===== config.mk =====
export PLATFORM = sky130hd
export DESIGN_NAME = led_string_fault_supervisor
export DESIGN_NICKNAME = d
export VERILOG_FILES = /design/src/shared/led_sup_pkg.sv /design/src/shared/short_chan_if.sv /design/src/hw/led_string_fault_supervisor.sv /design/src/hw/short_persist.sv
export SDC_FILE = /design/constraint.sdc
export NUM_CORES = 1
export LEC_CHECK = 0
export BUFFER_PORTS_ARGS = -buffer_cell sky130_fd_sc_hd__buf_4
export CAP_MARGIN = 15
export CORE_MARGIN = 5
export CORE_UTILIZATION = 63
export CTS_BUF_LIST = sky130_fd_sc_hd__clkbuf_8
export CTS_CLUSTER_DIAMETER = 50
export CTS_CLUSTER_SIZE = 28
export DETAILED_ROUTE_END_ITERATION = 6
export PLACE_DENSITY = 0.85
export SYNTH_ARGS = -nofsm -noshare
export SYNTH_HDL_FRONTEND = slang
export SYNTH_SLANG_ARGS = --single-unit

===== constraint.sdc =====
create_clock -name clk_i -period 2.8 [get_ports clk_i]
set_clock_uncertainty 0.2 [all_clocks]
set_input_delay 0.14 -clock clk_i [delete_from_list [all_inputs] [get_ports clk_i]]
set_output_delay 0.14 -clock clk_i [all_outputs]
set_load 0.005 [all_outputs]

===== src/shared/led_sup_pkg.sv =====
// Purpose: shared constants and types for the led string supervisor
// Assumes: 125 MHz system clock
// Notes:   minimum on-time is kept in ns and converted; other times are given in cycles
package led_sup_pkg;
  localparam int NUM_STRINGS        = 4;
  localparam int CLK_MHZ            = 125;
  localparam int MIN_ON_NS          = 100;
  // least time, rounded up to whole cycles
  localparam int MIN_ON_CYC         = (MIN_ON_NS * CLK_MHZ + 999) / 1000;
  // default switching period: 185 kHz at 125 MHz
  localparam int SW_PERIOD_CYC      = 676;
  localparam int MIN_OFF_CYC        = 25;
  localparam int SS_STEP_CYC        = 2;
  localparam int SHORT_PERSIST_CLKS = 4096;
  localparam int CNT_W              = 16;
  localparam logic [CNT_W-1:0] CNT_RESET = 16'h0000;
  localparam int SYNC_W             = 10 + 2 * NUM_STRINGS;

  typedef enum logic [2:0] {
    ST_OFF,
    ST_CHK_OVP,
    ST_CHK_PROT,
    ST_SOFT,
    ST_RUN,
    ST_SHUT
  } sup_state_e;
endpackage


===== src/shared/short_chan_if.sv =====
// Purpose: carrier between the supervisor and one short-persistence counter
// Assumes: all signals on the supervisor clock
// Notes:   one instance per string
`timescale 1ns/100ps
`default_nettype none
interface short_chan_if;
  logic over;
  logic tick;
  logic clear;
  logic marked;
  modport ctrl (output over, output tick, output clear, input marked);
  modport chan (input over, input tick, input clear, output marked);
endinterface
`default_nettype wire


===== src/hw/led_string_fault_supervisor.sv =====
// Purpose: startup, boost switch, dimming and string fault sequencer
// Assumes: comparator inputs are asynchronous levels from the analog core
// Notes:   lowest-channel selection itself is analog, steered by fb_mask_o
//
// Functional notes
// - on enable, overvoltage sense below 75mV keeps the device disabled
// - lockout and overtemperature are checked only after the sense check passes
// - all checks passed starts switching through soft-start
// - stay disabled while regulator rail is below lockout; comparator has hysteresis
// - switch turns on each cycle start and stays on at least 100ns
// - switch turns off when sensed current reaches error amplifier level
// - light load skips pulses until the loop demands boosting again
// - regulate on lowest active channel; marked channels excluded
// - two dimming modes: external pulse or internal pulse from DC level
// - strings conduct only during the active dimming phase
// - at overvoltage trip, channels below 196mV are marked open, removed
// - keep one string lit; all marked open stops switching
// - open marks hold until enable is dropped or reset
// - channel above 6.1V flags a short
// - short lasting 4096 switching clocks marks channel off, sink disabled
// - short-marked string leaves feedback and stays off until restart
// - all strings short-marked stops switching
// - overtemperature shuts down until enable is cycled
`timescale 1ns/100ps
`default_nettype none
module led_string_fault_supervisor
  import led_sup_pkg::*;
#(
  parameter int N          = NUM_STRINGS,
  parameter int SW_PERIOD  = SW_PERIOD_CYC,
  parameter int PERSIST    = SHORT_PERSIST_CLKS
) (
  input  wire logic         clk_i,
  input  wire logic         resetn_i,
  input  wire logic         enable_i,
  input  wire logic         ovp_sense_low_i,
  input  wire logic         ovp_trip_i,
  input  wire logic         supply_undervoltage_lockout_ok_i,
  input  wire logic         overtemp_i,
  input  wire logic         boost_demand_i,
  input  wire logic         pwm_cmp_i,
  input  wire logic         dim_mode_dc_i,
  input  wire logic         brightness_input_i,
  input  wire logic         dim_cmp_i,
  input  wire logic [N-1:0] chan_low_i,
  input  wire logic [N-1:0] chan_over_i,
  output logic              gate_o,
  output logic [N-1:0]      sink_en_o,
  output logic [N-1:0]      open_mark_o,
  output logic [N-1:0]      short_mark_o,
  output logic [N-1:0]      fb_mask_o,
  output logic              running_o,
  output logic              shutdown_o
);
  localparam int MAX_ON = SW_PERIOD - MIN_OFF_CYC;
  localparam int SYN_W  = 10 + 2 * N;

  // ***************************************************
  // input synchronisers
  // ***************************************************
  logic [SYN_W-1:0] sync1;
  logic [SYN_W-1:0] sync2;
  logic [SYN_W-1:0] next_sync1;

  always_comb begin
    next_sync1 = {enable_i, ovp_sense_low_i, ovp_trip_i, supply_undervoltage_lockout_ok_i, overtemp_i,
                  boost_demand_i, pwm_cmp_i, dim_mode_dc_i, brightness_input_i,
                  dim_cmp_i, chan_low_i, chan_over_i};
  end

  always_ff @(posedge clk_i) begin
    if (!resetn_i) begin
      sync1 <= '0;
      sync2 <= '0;
    end else begin
      sync1 <= next_sync1;
      sync2 <= sync1;
    end
  end

  logic         en_s;
  logic         ovp_low_s;
  logic         ovp_trip_s;
  logic         supply_undervoltage_lockout_ok_s;
  logic         otp_s;
  logic         demand_s;
  logic         pwm_cmp_s;
  logic         dim_dc_s;
  logic         bright_s;
  logic         dim_cmp_s;
  logic [N-1:0] low_s;
  logic [N-1:0] over_s;

  assign {en_s, ovp_low_s, ovp_trip_s, supply_undervoltage_lockout_ok_s, otp_s, demand_s, pwm_cmp_s,
          dim_dc_s, bright_s, dim_cmp_s, low_s, over_s} = sync2;

  // ***************************************************
  // switching clock divider
  // ***************************************************
  logic [CNT_W-1:0] per_cnt;
  logic [CNT_W-1:0] next_per_cnt;
  logic             sw_tick;

  always_comb begin
    if (per_cnt == CNT_W'(SW_PERIOD - 1)) begin
      next_per_cnt = CNT_RESET;
    end else begin
      next_per_cnt = per_cnt + 1'b1;
    end
  end

  always_ff @(posedge clk_i) begin
    if (!resetn_i) begin
      per_cnt <= CNT_RESET;
    end else begin
      per_cnt <= next_per_cnt;
    end
  end

  assign sw_tick = (per_cnt == CNT_RESET);

  // ***************************************************
  // short persistence channels
  // ***************************************************
  logic [N-1:0] short_marks;
  logic [N-1:0] all_marks;
  logic         all_off;
  logic         clear_marks;
  sup_state_e   state;

  assign clear_marks = (state == ST_OFF);

  for (genvar g = 0; g < N; g++) begin : g_chan
    short_chan_if sif ();
    assign sif.over  = over_s[g];
    assign sif.tick  = sw_tick;
    assign sif.clear = clear_marks;
    assign short_marks[g] = sif.marked;
    short_persist #(.PERSIST(PERSIST)) u_persist (
      .clk_i    (clk_i),
      .resetn_i (resetn_i),
      .sc       (sif.chan)
    );
  end

  assign short_mark_o = short_marks;
  assign all_marks    = open_mark_o | short_marks;
  assign all_off      = &all_marks;

  // ***************************************************
  // startup and protection sequencer
  // ***************************************************
  sup_state_e       next_state;
  logic [CNT_W-1:0] ss_cap;
  logic [CNT_W-1:0] next_ss_cap;
  logic             sw_now;

  assign sw_now = (state == ST_SOFT) || (state == ST_RUN);

  always_comb begin
    next_state  = state;
    next_ss_cap = ss_cap;
    case (state)
      ST_OFF: begin
        if (en_s) begin
          next_state = ST_CHK_OVP;
        end
      end
      ST_CHK_OVP: begin
        if (ovp_low_s) begin
          next_state = ST_SHUT;
        end else begin
          next_state = ST_CHK_PROT;
        end
      end
      ST_CHK_PROT: begin
        if (otp_s) begin
          next_state = ST_SHUT;
        end else if (supply_undervoltage_lockout_ok_s) begin
          next_state  = ST_SOFT;
          next_ss_cap = CNT_W'(MIN_ON_CYC);
        end
      end
      ST_SOFT, ST_RUN: begin
        if (otp_s) begin
          next_state = ST_SHUT;
        end else if (!supply_undervoltage_lockout_ok_s) begin
          next_state = ST_CHK_PROT;
        end else if (state == ST_SOFT && sw_tick) begin
          if (ss_cap >= CNT_W'(MAX_ON - SS_STEP_CYC)) begin
            next_state = ST_RUN;
          end else begin
            next_ss_cap = ss_cap + CNT_W'(SS_STEP_CYC);
          end
        end
      end
      ST_SHUT: begin
        next_state = ST_SHUT;
      end
      default: begin
        next_state = ST_OFF;
      end
    endcase
    if (!en_s) begin
      next_state = ST_OFF;
    end
  end

  always_ff @(posedge clk_i) begin
    if (!resetn_i) begin
      state  <= ST_OFF;
      ss_cap <= CNT_RESET;
    end else begin
      state  <= next_state;
      ss_cap <= next_ss_cap;
    end
  end

  // ***************************************************
  // boost switch on-time control
  // ***************************************************
  logic             next_gate;
  logic [CNT_W-1:0] on_cnt;
  logic [CNT_W-1:0] next_on_cnt;
  logic [CNT_W-1:0] on_cap;

  assign on_cap = (state == ST_SOFT) ? ss_cap : CNT_W'(MAX_ON);

  always_comb begin
    next_gate   = gate_o;
    next_on_cnt = on_cnt;
    if (!sw_now || all_off) begin
      next_gate   = 1'b0;
      next_on_cnt = CNT_RESET;
    end else if (gate_o) begin
      next_on_cnt = on_cnt + 1'b1;
      if (on_cnt >= CNT_W'(MIN_ON_CYC)) begin
        if (pwm_cmp_s || on_cnt >= on_cap) begin
          next_gate = 1'b0;
        end
      end
    end else if (sw_tick && demand_s) begin
      next_gate   = 1'b1;
      next_on_cnt = 16'h0001;
    end
    // no demand at cycle start: pulse skipped
  end

  always_ff @(posedge clk_i) begin
    if (!resetn_i) begin
      gate_o <= 1'b0;
      on_cnt <= CNT_RESET;
    end else begin
      gate_o <= next_gate;
      on_cnt <= next_on_cnt;
    end
  end

  // ***************************************************
  // string marks, dimming and sinks
  // ***************************************************
  logic         dim_active;
  logic [N-1:0] next_open;
  logic [N-1:0] next_sink;
  logic [N-1:0] next_fb;

  assign dim_active = dim_dc_s ? dim_cmp_s : bright_s;

  always_comb begin
    next_open = open_mark_o;
    if (clear_marks) begin
      next_open = '0;
    end else if (sw_now && ovp_trip_s) begin
      next_open = open_mark_o | (low_s & ~short_marks);
    end
    next_fb   = ~all_marks;
    next_sink = {N{sw_now & dim_active}} & ~all_marks;
  end

  always_ff @(posedge clk_i) begin
    if (!resetn_i) begin
      open_mark_o <= '0;
      sink_en_o   <= '0;
      fb_mask_o   <= '0;
      running_o   <= 1'b0;
      shutdown_o  <= 1'b0;
    end else begin
      open_mark_o <= next_open;
      sink_en_o   <= next_sink;
      fb_mask_o   <= next_fb;
      running_o   <= sw_now & ~all_off;
      shutdown_o  <= (state == ST_SHUT);
    end
  end
endmodule
`default_nettype wire


===== src/hw/short_persist.sv =====
// Purpose: per-string short-fault persistence counter and mark
// Assumes: tick is a one-cycle pulse per switching clock
// Notes:   mark is sticky until clear
`timescale 1ns/100ps
`default_nettype none
module short_persist
  import led_sup_pkg::*;
#(
  parameter int PERSIST = SHORT_PERSIST_CLKS
) (
  input wire logic   clk_i,
  input wire logic   resetn_i,
  short_chan_if.chan sc
);
  localparam int W = $clog2(PERSIST + 1);

  logic [W-1:0] count;
  logic [W-1:0] next_count;
  logic         marked;
  logic         next_marked;

  // ***************************************************
  // persistence count
  // ***************************************************
  always_comb begin
    next_count  = count;
    next_marked = marked;
    if (sc.clear) begin
      next_count  = '0;
      next_marked = 1'b0;
    end else if (!sc.over) begin
      next_count = '0;
    end else if (sc.tick && !marked) begin
      if (count == W'(PERSIST - 1)) begin
        next_marked = 1'b1;
      end else begin
        next_count = count + 1'b1;
      end
    end
  end

  always_ff @(posedge clk_i) begin
    if (!resetn_i) begin
      count  <= '0;
      marked <= 1'b0;
    end else begin
      count  <= next_count;
      marked <= next_marked;
    end
  end

  assign sc.marked = marked;
endmodule
`default_nettype wire


==> results by group, run 1 <==
Outcome
  • Outcome: finished, final reports clean

STA
  • Final setup fails: 0
  • Max-slew violation count: 0
  • Slew HR: 47.3%
  • RSZ-0062 raised after global routing: no
  • Fmax: 0.379 GHz
  • Final Hold Vio Count: 0
  • Setup TNS Final: 0 ns
  • Final WS setup: 0.163 ns
  • Period utilisation layout: 94.2%
  • Crit path time final: 2.64 ns
  • Slew @ Worst Pin: 0.783 ns

Synthesis
  • Number of synthesis warnings: 0
  • Asr flop ratio synth: 0%
  • Main area contributors after synthesis: dfxtp_1, ha_1, nor2_1
  • Post-synthesis cell type count: 60
  • Cell with the most instances after synthesis: dfxtp_1
  • Synth top cells by count: dfxtp_1, nor2_1, nand2_1, nand3_1, and2_1
  • Netlist Area Pre-Place: 7140 um^2
  • Post-synth EDFFs: 0
  • Synth area leader: dfxtp_1
  • Syn Nets: 851
  • Area share of the largest cell type after synthesis: 44.3%
  • Syn Area/Cell: 8.87 um^2
  • Flip-flop and latch count after synthesis: 158
  • Sequential fraction of the synthesis area: 44.3%
  • Synth Instances: 805
  • Top_reg_cell synth: dfxtp_1

Floorplanning
  • Die ar.: 13600 um^2
  • Die width: 116 um
  • Die H: 116 um
  • Total core area: 11000 um^2
  • I/O pin total: 39
  • FP Rows: 38
  • Starting Density: 65.0%

Clock tree
  • Clock-pin slew on the worst setup and hold paths: 0.09 ns
  • Worst skew pair latency: 0.46 ns
  • Clock buffer count from CTS: 17
  • Post-CTS Setup Inserts: 0
  • H-tree Lvls: 4
  • Total clock sinks: 158
  • TritonCTS clock tree: done
  • Root Driver: clkbuf_8
  • Clk buf depth: 2

Min path
  • Hold path start: chan_low_i[1]
  • Hold path endpoint: sync1[5]$_SDFF_PN0_
  • Worst Hold Class: in -> reg
  • WHS Path Cells: 3

Routing
  • DR vias/cell: 6.12
  • DRC: 0
  • Vias: 6187
  • WL per Instance: 16.0 um
  • Post-route ant nets: 0
  • WL final: 16200 um
  • Drt initial violations: 582
  • DRT Pass-1 Iters: 6

Power and ir drop
  • Total chip power: 0.00406 W
  • Lkg Pwr: 3.00 nW
  • Worst IR drop on VDD: 0.000476 V
  • Power per cell area: 499 nW/um^2

Placement
  • Post-DP HPWL: 11300 um
  • Placed insts: 960
  • Final GP Congestion: 0.869
  • Port bufs: 38
  • Placement Setup Slack: 0.105 ns

Worst setup path
  • R2r startpoint: per_cnt[0]$_SDFF_PP0_
  • Critical path data arrival time: 2.82 ns
  • Crit-path max cell delay: 0.65 ns
  • Critical path peak fanout: 13
  • CP required: 2.99 ns
  • Setup crit end kind: flip-flop
  • Startpoint type of the worst setup path: flip-flop
  • RR Endpoint: g_chan[3].u_persist.count[7]$_SDFFE_PP0P_
  • R2R cell count: 8
  • CP Class: reg -> reg
  • Crit path cell chain: inv_1 -> ha_1 -> nor4b_4 -> nand4_1 -> buf_12 -> or4_1 -> or3_1 -> a21oi_1
  • CP max stage cell: or4_1
  • Reg2reg setup slack: 0.16 ns

GRT
  • Wire length of the first global-routing pass: 27700 um
  • Antenna violations before repair: 0
  • All-layer global routing usage: 25.5%
  • Largest net degree at the start of global routing: 29
  • Number of global-route vias before repair: 6013
  • Remaining Overflow, GRT: 0

Final layout
  • Antenna cells: 0
  • NumNets Final: 904
  • Share of layout cells above drive strength 1: 11.3%
  • Util after Layout: 74.0%
  • P&R area growth vs syn: 13.9%
  • Post-Layout Cell Count: 1011

Job
  • Max-cap viol count: 0
-- worst max path at each step --
| stage | end | slack (ns) | startpoint | cells past startpoint |
|---|---|---|---|---|
| after global placement | g_chan[0].u_persist.count[9]$_SDFFE_PP0P_ | 0.29 | per_cnt[0]$_SDFF_PP0_ | 8 |
| final | g_chan[3].u_persist.count[7]$_SDFFE_PP0P_ | 0.16 | per_cnt[0]$_SDFF_PP0_ | 8 |
| after floorplan | g_chan[3].u_persist.count[9]$_SDFFE_PP0P_ | 0.51 | g_chan[3].u_persist.count[0]$_SDFFE_PP0P_ | 8 |
| after CTS | g_chan[0].u_persist.count[9]$_SDFFE_PP0P_ | 0.10 | per_cnt[0]$_SDFF_PP0_ | 8 |
| after detailed placement | g_chan[0].u_persist.count[9]$_SDFFE_PP0P_ | 0.10 | per_cnt[0]$_SDFF_PP0_ | 8 |
| after global routing | g_chan[3].u_persist.count[7]$_SDFFE_PP0P_ | 0.03 | per_cnt[0]$_SDFF_PP0_ | 8 |
-- per-stage QoR --
stage                     hold slack, ns  cell area [um^2]
after detailed placement           0.152              7570
after CTS                          0.200              8130
after floorplan                   0.0673              7140
after global placement             0.151              7570
final                              0.235              8130
after global routing               0.217              8130
-- timing repair --
item | in CTS | in global routing
setup endpoints to repair | 0 | 1
hold buffers | 19 | 0
endpoints found under the hold margin | 29 | 0
gates resized for setup | 0 | 1
-- worst max-delay path: cells and delay by family (launching register included) --
| family | cells | cell delay (ns) |
|---|---|---|
| AO/OA/AOI/OAI | 1 | 0.15 |
| buffers and inverters | 2 | 0.29 |
| flip-flops | 1 | 0.36 |
| AND/OR/NAND/NOR | 4 | 1.42 |
| adder cells (fa/ha/maj) | 1 | 0.14 |
-- layer usage --
layer  track usage, %  up-vias  wire length, um
met1             31.5     2925             6960
met3             7.41       33             1070
met2             42.3      232             7910
met4             9.36        0              272
met5                0        -                0
li1                 -     2997                -
-- registers in the layout (all words and copies together), names as in the netlist --
register,flops
state,3
shutdown_o,1
gate_o,1
ss_cap,16
fb_mask_o,4
on_cnt,16
g_chan.u_persist.count,52
sink_en_o,4
per_cnt,16
sync2,18
running_o,1
sync1,18
open_mark_o,4
g_chan.u_persist.sc.marked,4
-- placed cells by master (no fill, tap or decap), drive strengths merged, types with 4 or more instances in the layout --
master | Yosys | routed
a211oi | 5 | 5
a21oi | 36 | 36
a31oi | 10 | 10
and2 | 46 | 46
and3 | 17 | 17
and4 | 15 | 15
buf | 6 | 53
clkbuf | 32 | 19
clkinv | 0 | 4
dfxtp | 158 | 158
dlygate4sd3 | 0 | 19
ha | 26 | 26
inv | 22 | 27
mux2i | 7 | 7
nand2 | 49 | 49
nand3 | 49 | 49
nand4 | 20 | 20
nor2 | 81 | 81
nor3 | 19 | 19
nor3b | 9 | 9
nor4 | 28 | 28
nor4b | 6 | 6
o211ai | 6 | 6
o21a | 9 | 9
o21ai | 32 | 32
o31ai | 5 | 5
or2 | 4 | 4
or3 | 17 | 17
xnor2 | 30 | 30
xor2 | 13 | 13
-- cells by family (layout without fill, tap and decap cells) --
kind of cell	Yosys count	count (layout)	share of synthesized area (%)
muxes	9	9	1.30
xor gates and xnor gates	43	43	5.28
AOI/OAI and AO/OA	129	129	11.5
buffers and inverters	60	126	3.40
adders and majority gates	26	26	4.56
and+or+nand+nor	380	380	29.7
DFF	158	158	44.3
-- power by group --
part / internal, W / leakage [nW] / total, W / switching, W
Clock: 0.000734 / 0.193 / 0.00154 / 0.000805
Sequential: 0.00228 / 1.28 / 0.00230 / 0.0000197
Combinational: 0.000108 / 1.52 / 0.000221 / 0.000113
-- final cells by class --
type,instances,area [um^2]
fill,778,2850
timing repair buffer,72,613
sequential,158,3160
multi-input combinational,587,3730
clock inverter,13,100
inverter,22,82.6
tap,140,175
clock buffer,19,262
No activity file was read; power rests on OpenSTA's default activity.
==> run 2: changes to the inputs <==
--- a/config.mk
+++ b/config.mk
@@ -5,15 +5,16 @@
 export SDC_FILE = /design/constraint.sdc
 export NUM_CORES = 1
 export LEC_CHECK = 0
+export ABC_AREA = 1
 export BUFFER_PORTS_ARGS = -buffer_cell sky130_fd_sc_hd__buf_4
 export CAP_MARGIN = 15
 export CORE_MARGIN = 5
-export CORE_UTILIZATION = 63
+export CORE_UTILIZATION = 64
 export CTS_BUF_LIST = sky130_fd_sc_hd__clkbuf_8
 export CTS_CLUSTER_DIAMETER = 50
 export CTS_CLUSTER_SIZE = 28
 export DETAILED_ROUTE_END_ITERATION = 6
-export PLACE_DENSITY = 0.85
+export PLACE_DENSITY = 0.86
 export SYNTH_ARGS = -nofsm -noshare
 export SYNTH_HDL_FRONTEND = slang
 export SYNTH_SLANG_ARGS = --single-unit
==> run 2 against run 1 <==
Final cell count up 33%. Critical path type unchanged. Largest power group unchanged. Combinational power is 10% higher. Flip-flop and latch count did not move. Wire length increased by 5.3%. Worst setup slack better by 0.16 ns. Die area grew 7.0%.
==> results by group, run 2 <==
Outcome
  • Outcome: finished, final reports clean

GRT
  • Antenna violations before repair: 0 (unchanged)
  • Wire length of the first global-routing pass: 29300 um (+5.8%)
  • Largest net degree at the start of global routing: 40 (+38%)
  • Remaining Overflow, GRT: 0 (unchanged)
  • All-layer global routing usage: 24.6% (-0.86 points)
  • Number of global-route vias before repair: 6413 (+6.7%)

Floorplanning
  • Die width: 120 um (+3.4%)
  • Total core area: 12000 um^2 (+8.9%)
  • Starting Density: 65.2% (+0.26 points)
  • Die H: 120 um (+3.4%)
  • I/O pin total: 39 (unchanged)
  • FP Rows: 40 (+5.3%)
  • Die ar.: 14500 um^2 (+7.0%)

STA
  • Final setup fails: 0 (unchanged)
  • Period utilisation layout: 88.4% (-5.8 points)
  • Setup TNS Final: 0 ns (unchanged)
  • Max-slew violation count: 0 (unchanged)
  • Crit path time final: 2.48 ns (-0.162 ns)
  • Slew HR: 55.8% (+8.5 points)
  • RSZ-0062 raised after global routing: no
  • Final Hold Vio Count: 0 (unchanged)
  • Fmax: 0.404 GHz (+6.5%)
  • Slew @ Worst Pin: 0.660 ns (-0.123 ns)

Worst setup path
  • Setup crit end kind: flip-flop
  • CP Class: reg -> reg
  • Crit path cell chain: inv_1 -> ha_1 -> nand2_1 -> nor2_2 -> nand3_1 -> nor2_1 -> clkinv_1 -> nand2_1 -> a21oi_1
  • CP required: 2.93 ns (-0.06 ns)
  • CP max stage cell: nor2_1
  • Crit-path max cell delay: 0.53 ns (-0.12 ns)
  • Cell mode on critical path: nand2_1
  • Worst setup path start: per_cnt[0]$_SDFF_PP0_
  • Startpoint type of the worst setup path: flip-flop
  • R2r startpoint: per_cnt[0]$_SDFF_PP0_
  • Critical path data arrival time: 2.60 ns (-0.22 ns)
  • Critical path peak fanout: 11 (-2)

Min path
  • Worst Hold Class: in -> reg
  • Hold path start: chan_low_i[0]

Placement
  • Placed Area: 8130 um^2 (+7.3%)
  • Port bufs: 38 (unchanged)
  • Final GP Congestion: 0.931 (+7.1%)
  • Post-DP HPWL: 12100 um (+7.4%)

Job
  • Max-cap viol count: 0 (unchanged)

Final layout
  • Sequential cell area: 3160 um^2 (unchanged)
  • NumNets Final: 1228 (+36%)
  • Most frequent cells in the layout: nand2_1, inv_1, dfxtp_1
  • Largest register FFs: 52 (unchanged)
  • Share of layout cells above drive strength 1: 8.29% (-3.0 points)
  • Antenna cells: 0 (unchanged)
  • Most flop-heavy register: g_chan.u_persist.count
  • Final Instance Area: 8720 um^2 (+7.3%)
  • P&R area growth vs syn: 11.8%
  • Multi-input logic area: 3820 um^2 (+2.3%)
  • Commonest non-fill, non-tap cell in the layout: nand2_1
  • # fillers: 959 (+23%)
  • Top Registers: g_chan.u_persist.count (52), sync1 (18), sync2 (18)

Routing
  • Drt initial violations: 528 (-9.3%)
  • Vias: 7096 (+15%)
  • DR vias/cell: 5.29 (-14%)
  • WL per Instance: 12.7 um (-21%)
  • DRT Pass-1 Iters: 5 (-1)
  • WL final: 17100 um (+5.3%)
  • Post-route ant nets: 0 (unchanged)
  • DRC: 0 (unchanged)

Synthesis
  • Main area contributors after synthesis: dfxtp_1, nand2_1, inv_1
  • Synth area leader: dfxtp_1
  • Number of synthesis warnings: 0 (unchanged)
  • Post-synthesis cell type count: 43 (-28%)
  • Asr flop ratio synth: 0% (unchanged)
  • Post-synth EDFFs: 0 (unchanged)
  • Sequential fraction of the synthesis area: 40.5% (-3.8 points)
  • Syn Nets: 1172 (+38%)
  • Area share of the largest cell type after synthesis: 40.5% (-3.8 points)
  • Netlist Area Pre-Place: 7800 um^2 (+9.3%)
  • Syn Area/Cell: 6.93 um^2 (-22%)
  • Synth Instances: 1126 (+40%)
  • Top_reg_cell synth: dfxtp_1
  • Flip-flop and latch count after synthesis: 158 (unchanged)
  • Cell with the most instances after synthesis: nand2_1
  • Synth top cells by count: nand2_1, inv_1, dfxtp_1

Power and ir drop
  • Worst IR drop on VDD: 0.000402 V (-16%)
  • Lkg Pwr: 3.64 nW (+22%)
  • Power per cell area: 472 nW/um^2 (-5.3%)

Clock tree
  • Total clock sinks: 158 (unchanged)
  • H-tree Lvls: 4 (unchanged)
  • Clock-pin slew on the worst setup and hold paths: 0.08 ns (about the same)
  • Root Driver: clkbuf_8
  • Clk buf depth: 2 (unchanged)
  • Clock buffer count from CTS: 17 (unchanged)
  • Post-CTS Setup Inserts: 0 (unchanged)
  • TritonCTS clock tree: done
  • Worst skew pair latency: 0.46 ns (about the same)
[run 2: cell count changes after synthesis, sizes merged, moves of 24 or more]
| cell | delta |
|---|---|
| inv | +148 |
| nand2 | +251 |
| nor2 | +40 |
| and2 | -46 |
| a21oi | +57 |
| nor3 | +24 |
[run 2: final timing paths]
| kind | slack, ns | end | cells past startpoint |
|---|---|---|---|
| min | 0.20 | sync1[4]$_SDFF_PN0_ | 4 |
| max reg2reg | 0.32 | g_chan[0].u_persist.count[6]$_SDFFE_PP0P_ | 9 |
| max | 0.32 | g_chan[0].u_persist.count[6]$_SDFFE_PP0P_ | 9 |
| min reg2reg | 0.22 | sync2[4]$_SDFF_PN0_ | 2 |
[run 2: metal layers]
layer / wire length, um / up-vias / global-route usage (%) / part of all wire (%)
li1: - / 3678 / - / -
met1: 7840 / 3185 / 32.2 / 46
met2: 7920 / 195 / 40.3 / 46
met3: 965 / 38 / 6.22 / 5.6
met4: 352 / 0 / 7.37 / 2.1
met5: 0 / - / 0 / 0
[run 2: report_power, final]
part,internal (W),switching (W),leakage [nW]
Sequential,0.00228,0.0000138,1.28
Combinational,0.0000872,0.000156,2.17
Clock,0.000760,0.000828,0.188
Total,0.00312,0.000998,3.64
[run 2: stage by stage]
stage	hold WS, ns	total power, W	utilization [%]	worst slack [ns]	instances
finish	0.201	0.00412	72.9	0.325	1341
detailed placement	0.124	0.00256	67.9	0.337	1287
global placement	0.122	0.00255	67.9	0.412	1287
global route	0.190	0.00429	72.9	0.0969	1341
floorplan	0.0376	0.00250	-	0.651	1126
CTS	0.184	0.00414	72.9	0.359	1341
[run 2: cell type report]
cell class / count / share of cell area [%]
multi-input cells: 769 / 43.8
flip-flops and latches: 158 / 36.3
inverters: 171 / 7.36
repair buffers: 65 / 6.25
clock buffers: 20 / 3.16
well taps: 147 / 2.11
clock inverters: 11 / 1.08
[run 2: cells by family after synthesis]
kind of cell	Yosys count	synth area share (%)
buffers and inverters	199	10.5
adders and majority gates	26	4.17
DFF	158	40.5
AOI/OAI and AO/OA	138	9.43
and+or+nand+nor	569	31.3
xor gates and xnor gates	35	3.93
muxes	1	0.144
[run 2: repair_timing]
item / in CTS / in global routing
hold buffers: 23 / 0
hold endpoints to repair: 23 / 0
resized for setup: 0 / 0
[run 2: critical path: cells and delay by family, from the launching register on]
| family | cells | cell delay [ns] |
|---|---|---|
| buffers and inverters | 2 | 0.48 |
| AOI/OAI and AO/OA | 1 | 0.07 |
| DFF | 1 | 0.34 |
| and+or+nand+nor | 5 | 1.06 |
| adders and majority gates | 1 | 0.18 |
==> run 3: changes to the inputs <==
--- a/config.mk
+++ b/config.mk
@@ -8,13 +8,15 @@
 export ABC_AREA = 1
 export BUFFER_PORTS_ARGS = -buffer_cell sky130_fd_sc_hd__buf_4
 export CAP_MARGIN = 15
+export CELL_PAD_IN_SITES_DETAIL_PLACEMENT = 1
+export CELL_PAD_IN_SITES_GLOBAL_PLACEMENT = 1
 export CORE_MARGIN = 5
-export CORE_UTILIZATION = 64
+export CORE_UTILIZATION = 46
 export CTS_BUF_LIST = sky130_fd_sc_hd__clkbuf_8
 export CTS_CLUSTER_DIAMETER = 50
 export CTS_CLUSTER_SIZE = 28
 export DETAILED_ROUTE_END_ITERATION = 6
-export PLACE_DENSITY = 0.86
+export PLACE_DENSITY = 0.85
 export SYNTH_ARGS = -nofsm -noshare
 export SYNTH_HDL_FRONTEND = slang
 export SYNTH_SLANG_ARGS = --single-unit
==> run 3 against run 2 <==
Critical path depth did not move. First-iteration DRC count is 46% lower. Flip-flop and latch count stayed put. Worst setup slack better by 0.029 ns. Register-to-register slack improved by 0.03 ns. Critical endpoint is now gate_o$_SDFF_PP0_. Largest cell class unchanged. Largest power group unchanged.
==> results by group, run 3 (synthesis results as in run 2) <==
Outcome
  • Outcome: finished, final reports clean

Routing
  • Drt initial violations: 283 (-46%)
  • WL final: 21300 um (+25%)
  • Post-route ant nets: 0 (unchanged)
  • WL per Instance: 15.0 um (+18%)
  • DRT Pass-1 Iters: 5 (unchanged)
  • Vias: 7243 (+2.1%)
  • DRC: 0 (unchanged)
  • DR vias/cell: 5.10 (-3.5%)

Floorplanning
  • Total core area: 16600 um^2 (+39%)
  • Die H: 140 um (+16%)
  • FP Rows: 47 (+18%)
  • Die ar.: 19700 um^2 (+36%)
  • Starting Density: 46.9% (-18 points)
  • I/O pin total: 39 (unchanged)
  • Die width: 140 um (+16%)

Job
  • Max-cap viol count: 0 (unchanged)

Worst setup path
  • Startpoint type of the worst setup path: flip-flop
  • Critical path peak fanout: 13 (+2)
  • CP required: 2.95 ns (+0.02 ns)
  • Setup crit end kind: flip-flop
  • CP Class: reg -> reg
  • Critical path data arrival time: 2.60 ns (about the same)

GRT
  • All-layer global routing usage: 22.4% (-2.3 points)
  • Remaining Overflow, GRT: 0 (unchanged)
  • Number of global-route vias before repair: 7541 (+18%)
  • Antenna violations before repair: 0 (unchanged)
  • Wire length of the first global-routing pass: 36400 um (+24%)
  • Largest net degree at the start of global routing: 40 (unchanged)

STA
  • Setup TNS Final: 0 ns (unchanged)
  • RSZ-0062 raised after global routing: no
  • Period utilisation layout: 87.4% (-1.0 points)
  • Final Hold Vio Count: 0 (unchanged)
  • Final setup fails: 0 (unchanged)
  • Slew HR: 63.9% (+8.1 points)
  • Max-slew violation count: 0 (unchanged)
  • Fmax: 0.409 GHz (+1.2%)
  • Crit path time final: 2.45 ns (-0.0288 ns)
  • Final WS setup: 0.354 ns (+0.0288 ns)
  • Slew @ Worst Pin: 0.540 ns (-0.121 ns)

Placement
  • Placement Setup Slack: 0.199 ns (-0.139 ns)
  • Post-DP HPWL: 15200 um (+25%)
  • Final GP Congestion: 0.832 (-11%)
  • Port bufs: 38 (unchanged)
  • Placed insts: 1364 (+6.0%)

Clock tree
  • TritonCTS clock tree: done
  • Clock-pin slew on the worst setup and hold paths: 0.09 ns (about the same)
  • Clock buffer count from CTS: 17 (unchanged)
  • H-tree Lvls: 4 (unchanged)
  • Post-CTS Setup Inserts: 0 (unchanged)
  • Total clock sinks: 158 (unchanged)
  • Root Driver: clkbuf_8
  • Worst skew pair latency: 0.47 ns (about the same)
  • Clk buf depth: 2 (unchanged)

Final layout
  • Most frequent cells in the layout: nand2_1, inv_1, dfxtp_1
  • Top Registers: g_chan.u_persist.count (52), sync1 (18), sync2 (18)
  • Post-Layout Cell Count: 1419 (+5.8%)
  • Antenna cells: 0 (unchanged)
  • P&R area growth vs syn: 13.7%
  • Commonest non-fill, non-tap cell in the layout: nand2_1
  • # fillers: 2196 (+130%)
  • NumNets Final: 1232 (+0.33%)
  • Share of layout cells above drive strength 1: 8.84% (+0.55 points)
  • Most flop-heavy register: g_chan.u_persist.count
  • Largest register FFs: 52 (unchanged)

Power and ir drop
  • Worst IR drop on VDD: 0.000335 V (-17%)
  • Lkg Pwr: 3.67 nW (+0.79%)
  • Power per cell area: 481 nW/um^2 (+1.9%)

Min path
  • Worst Hold Class: in -> reg
==> run 3: changes by cell type in the layout (fill, tap and decap cells not counted), sizes merged <==
cell,change
buf,+4
inv,+3
clkinvlp,-2
clkbuf,-1
clkinv,+1
==> run 3: final cells by class <==
cell class                 count  area, um^2  share of cell area, %
inverter                     171         642                   7.24
multi-input combinational    769        3820                   43.1
sequential                   158        3160                   35.7
timing repair buffer          69         576                   6.49
tap                          220         275                   3.10
clock inverter                13         130                   1.47
clock buffer                  19         262                   2.95
==> run 3: worst paths after layout <==
kind | start | end | slack [ns] | cells after the start
max | state[1]$_SDFFE_PN0P_ | gate_o$_SDFF_PP0_ | 0.35 | 9
min | boost_demand_i | sync1[12]$_SDFF_PN0_ | 0.20 | 4
max reg2reg | state[1]$_SDFFE_PN0P_ | gate_o$_SDFF_PP0_ | 0.35 | 9
min reg2reg | sync1[7]$_SDFF_PN0_ | sync2[7]$_SDFF_PN0_ | 0.22 | 2
==> run 3: critical path: stages, from the launching register on <==
cell,delay [ns]
dfxtp_1,0.52
nand3_2,0.23
inv_1,0.34
nand2_1,0.10
ha_1,0.31
nand2_1,0.08
nor3_1,0.28
nand3_1,0.12
nand4_1,0.10
a21oi_1,0.06
==> run 3: metrics by stage <==
stage	total power, W	util [%]	instance area, um^2	hold WS [ns]
after floorplan	0.00250	-	7800	0.0376
after global placement	0.00257	49.6	8250	0.122
after detailed placement	0.00257	49.6	8250	0.127
after CTS	0.00429	53.3	8870	0.177
after global routing	0.00444	53.3	8870	0.215
final	0.00427	53.3	8870	0.196
==> run 3: where the power goes <==
part	switching (W)	total (W)	internal, W
registers	0.0000142	0.00229	0.00228
logic	0.000169	0.000259	0.0000904
clock network	0.000951	0.00172	0.000768
total	0.00113	0.00427	0.00314
==> run 3: repair_timing <==
action	in CTS	in global routing
endpoints found under the hold margin	25	0
setup endpoints to repair	0	9
gates resized for setup	0	1
hold buffers	23	0
==> run 3: routing by layer <==
metal	up-vias	routed length, um	part of all wire [%]	GRT usage, %
met4	0	474	2.2	6.83
met5	-	0	0	0
li1	3686	-	-	-
met1	3442	9890	46	28.4
met3	31	508	2.4	4.02
met2	84	10400	49	38.6
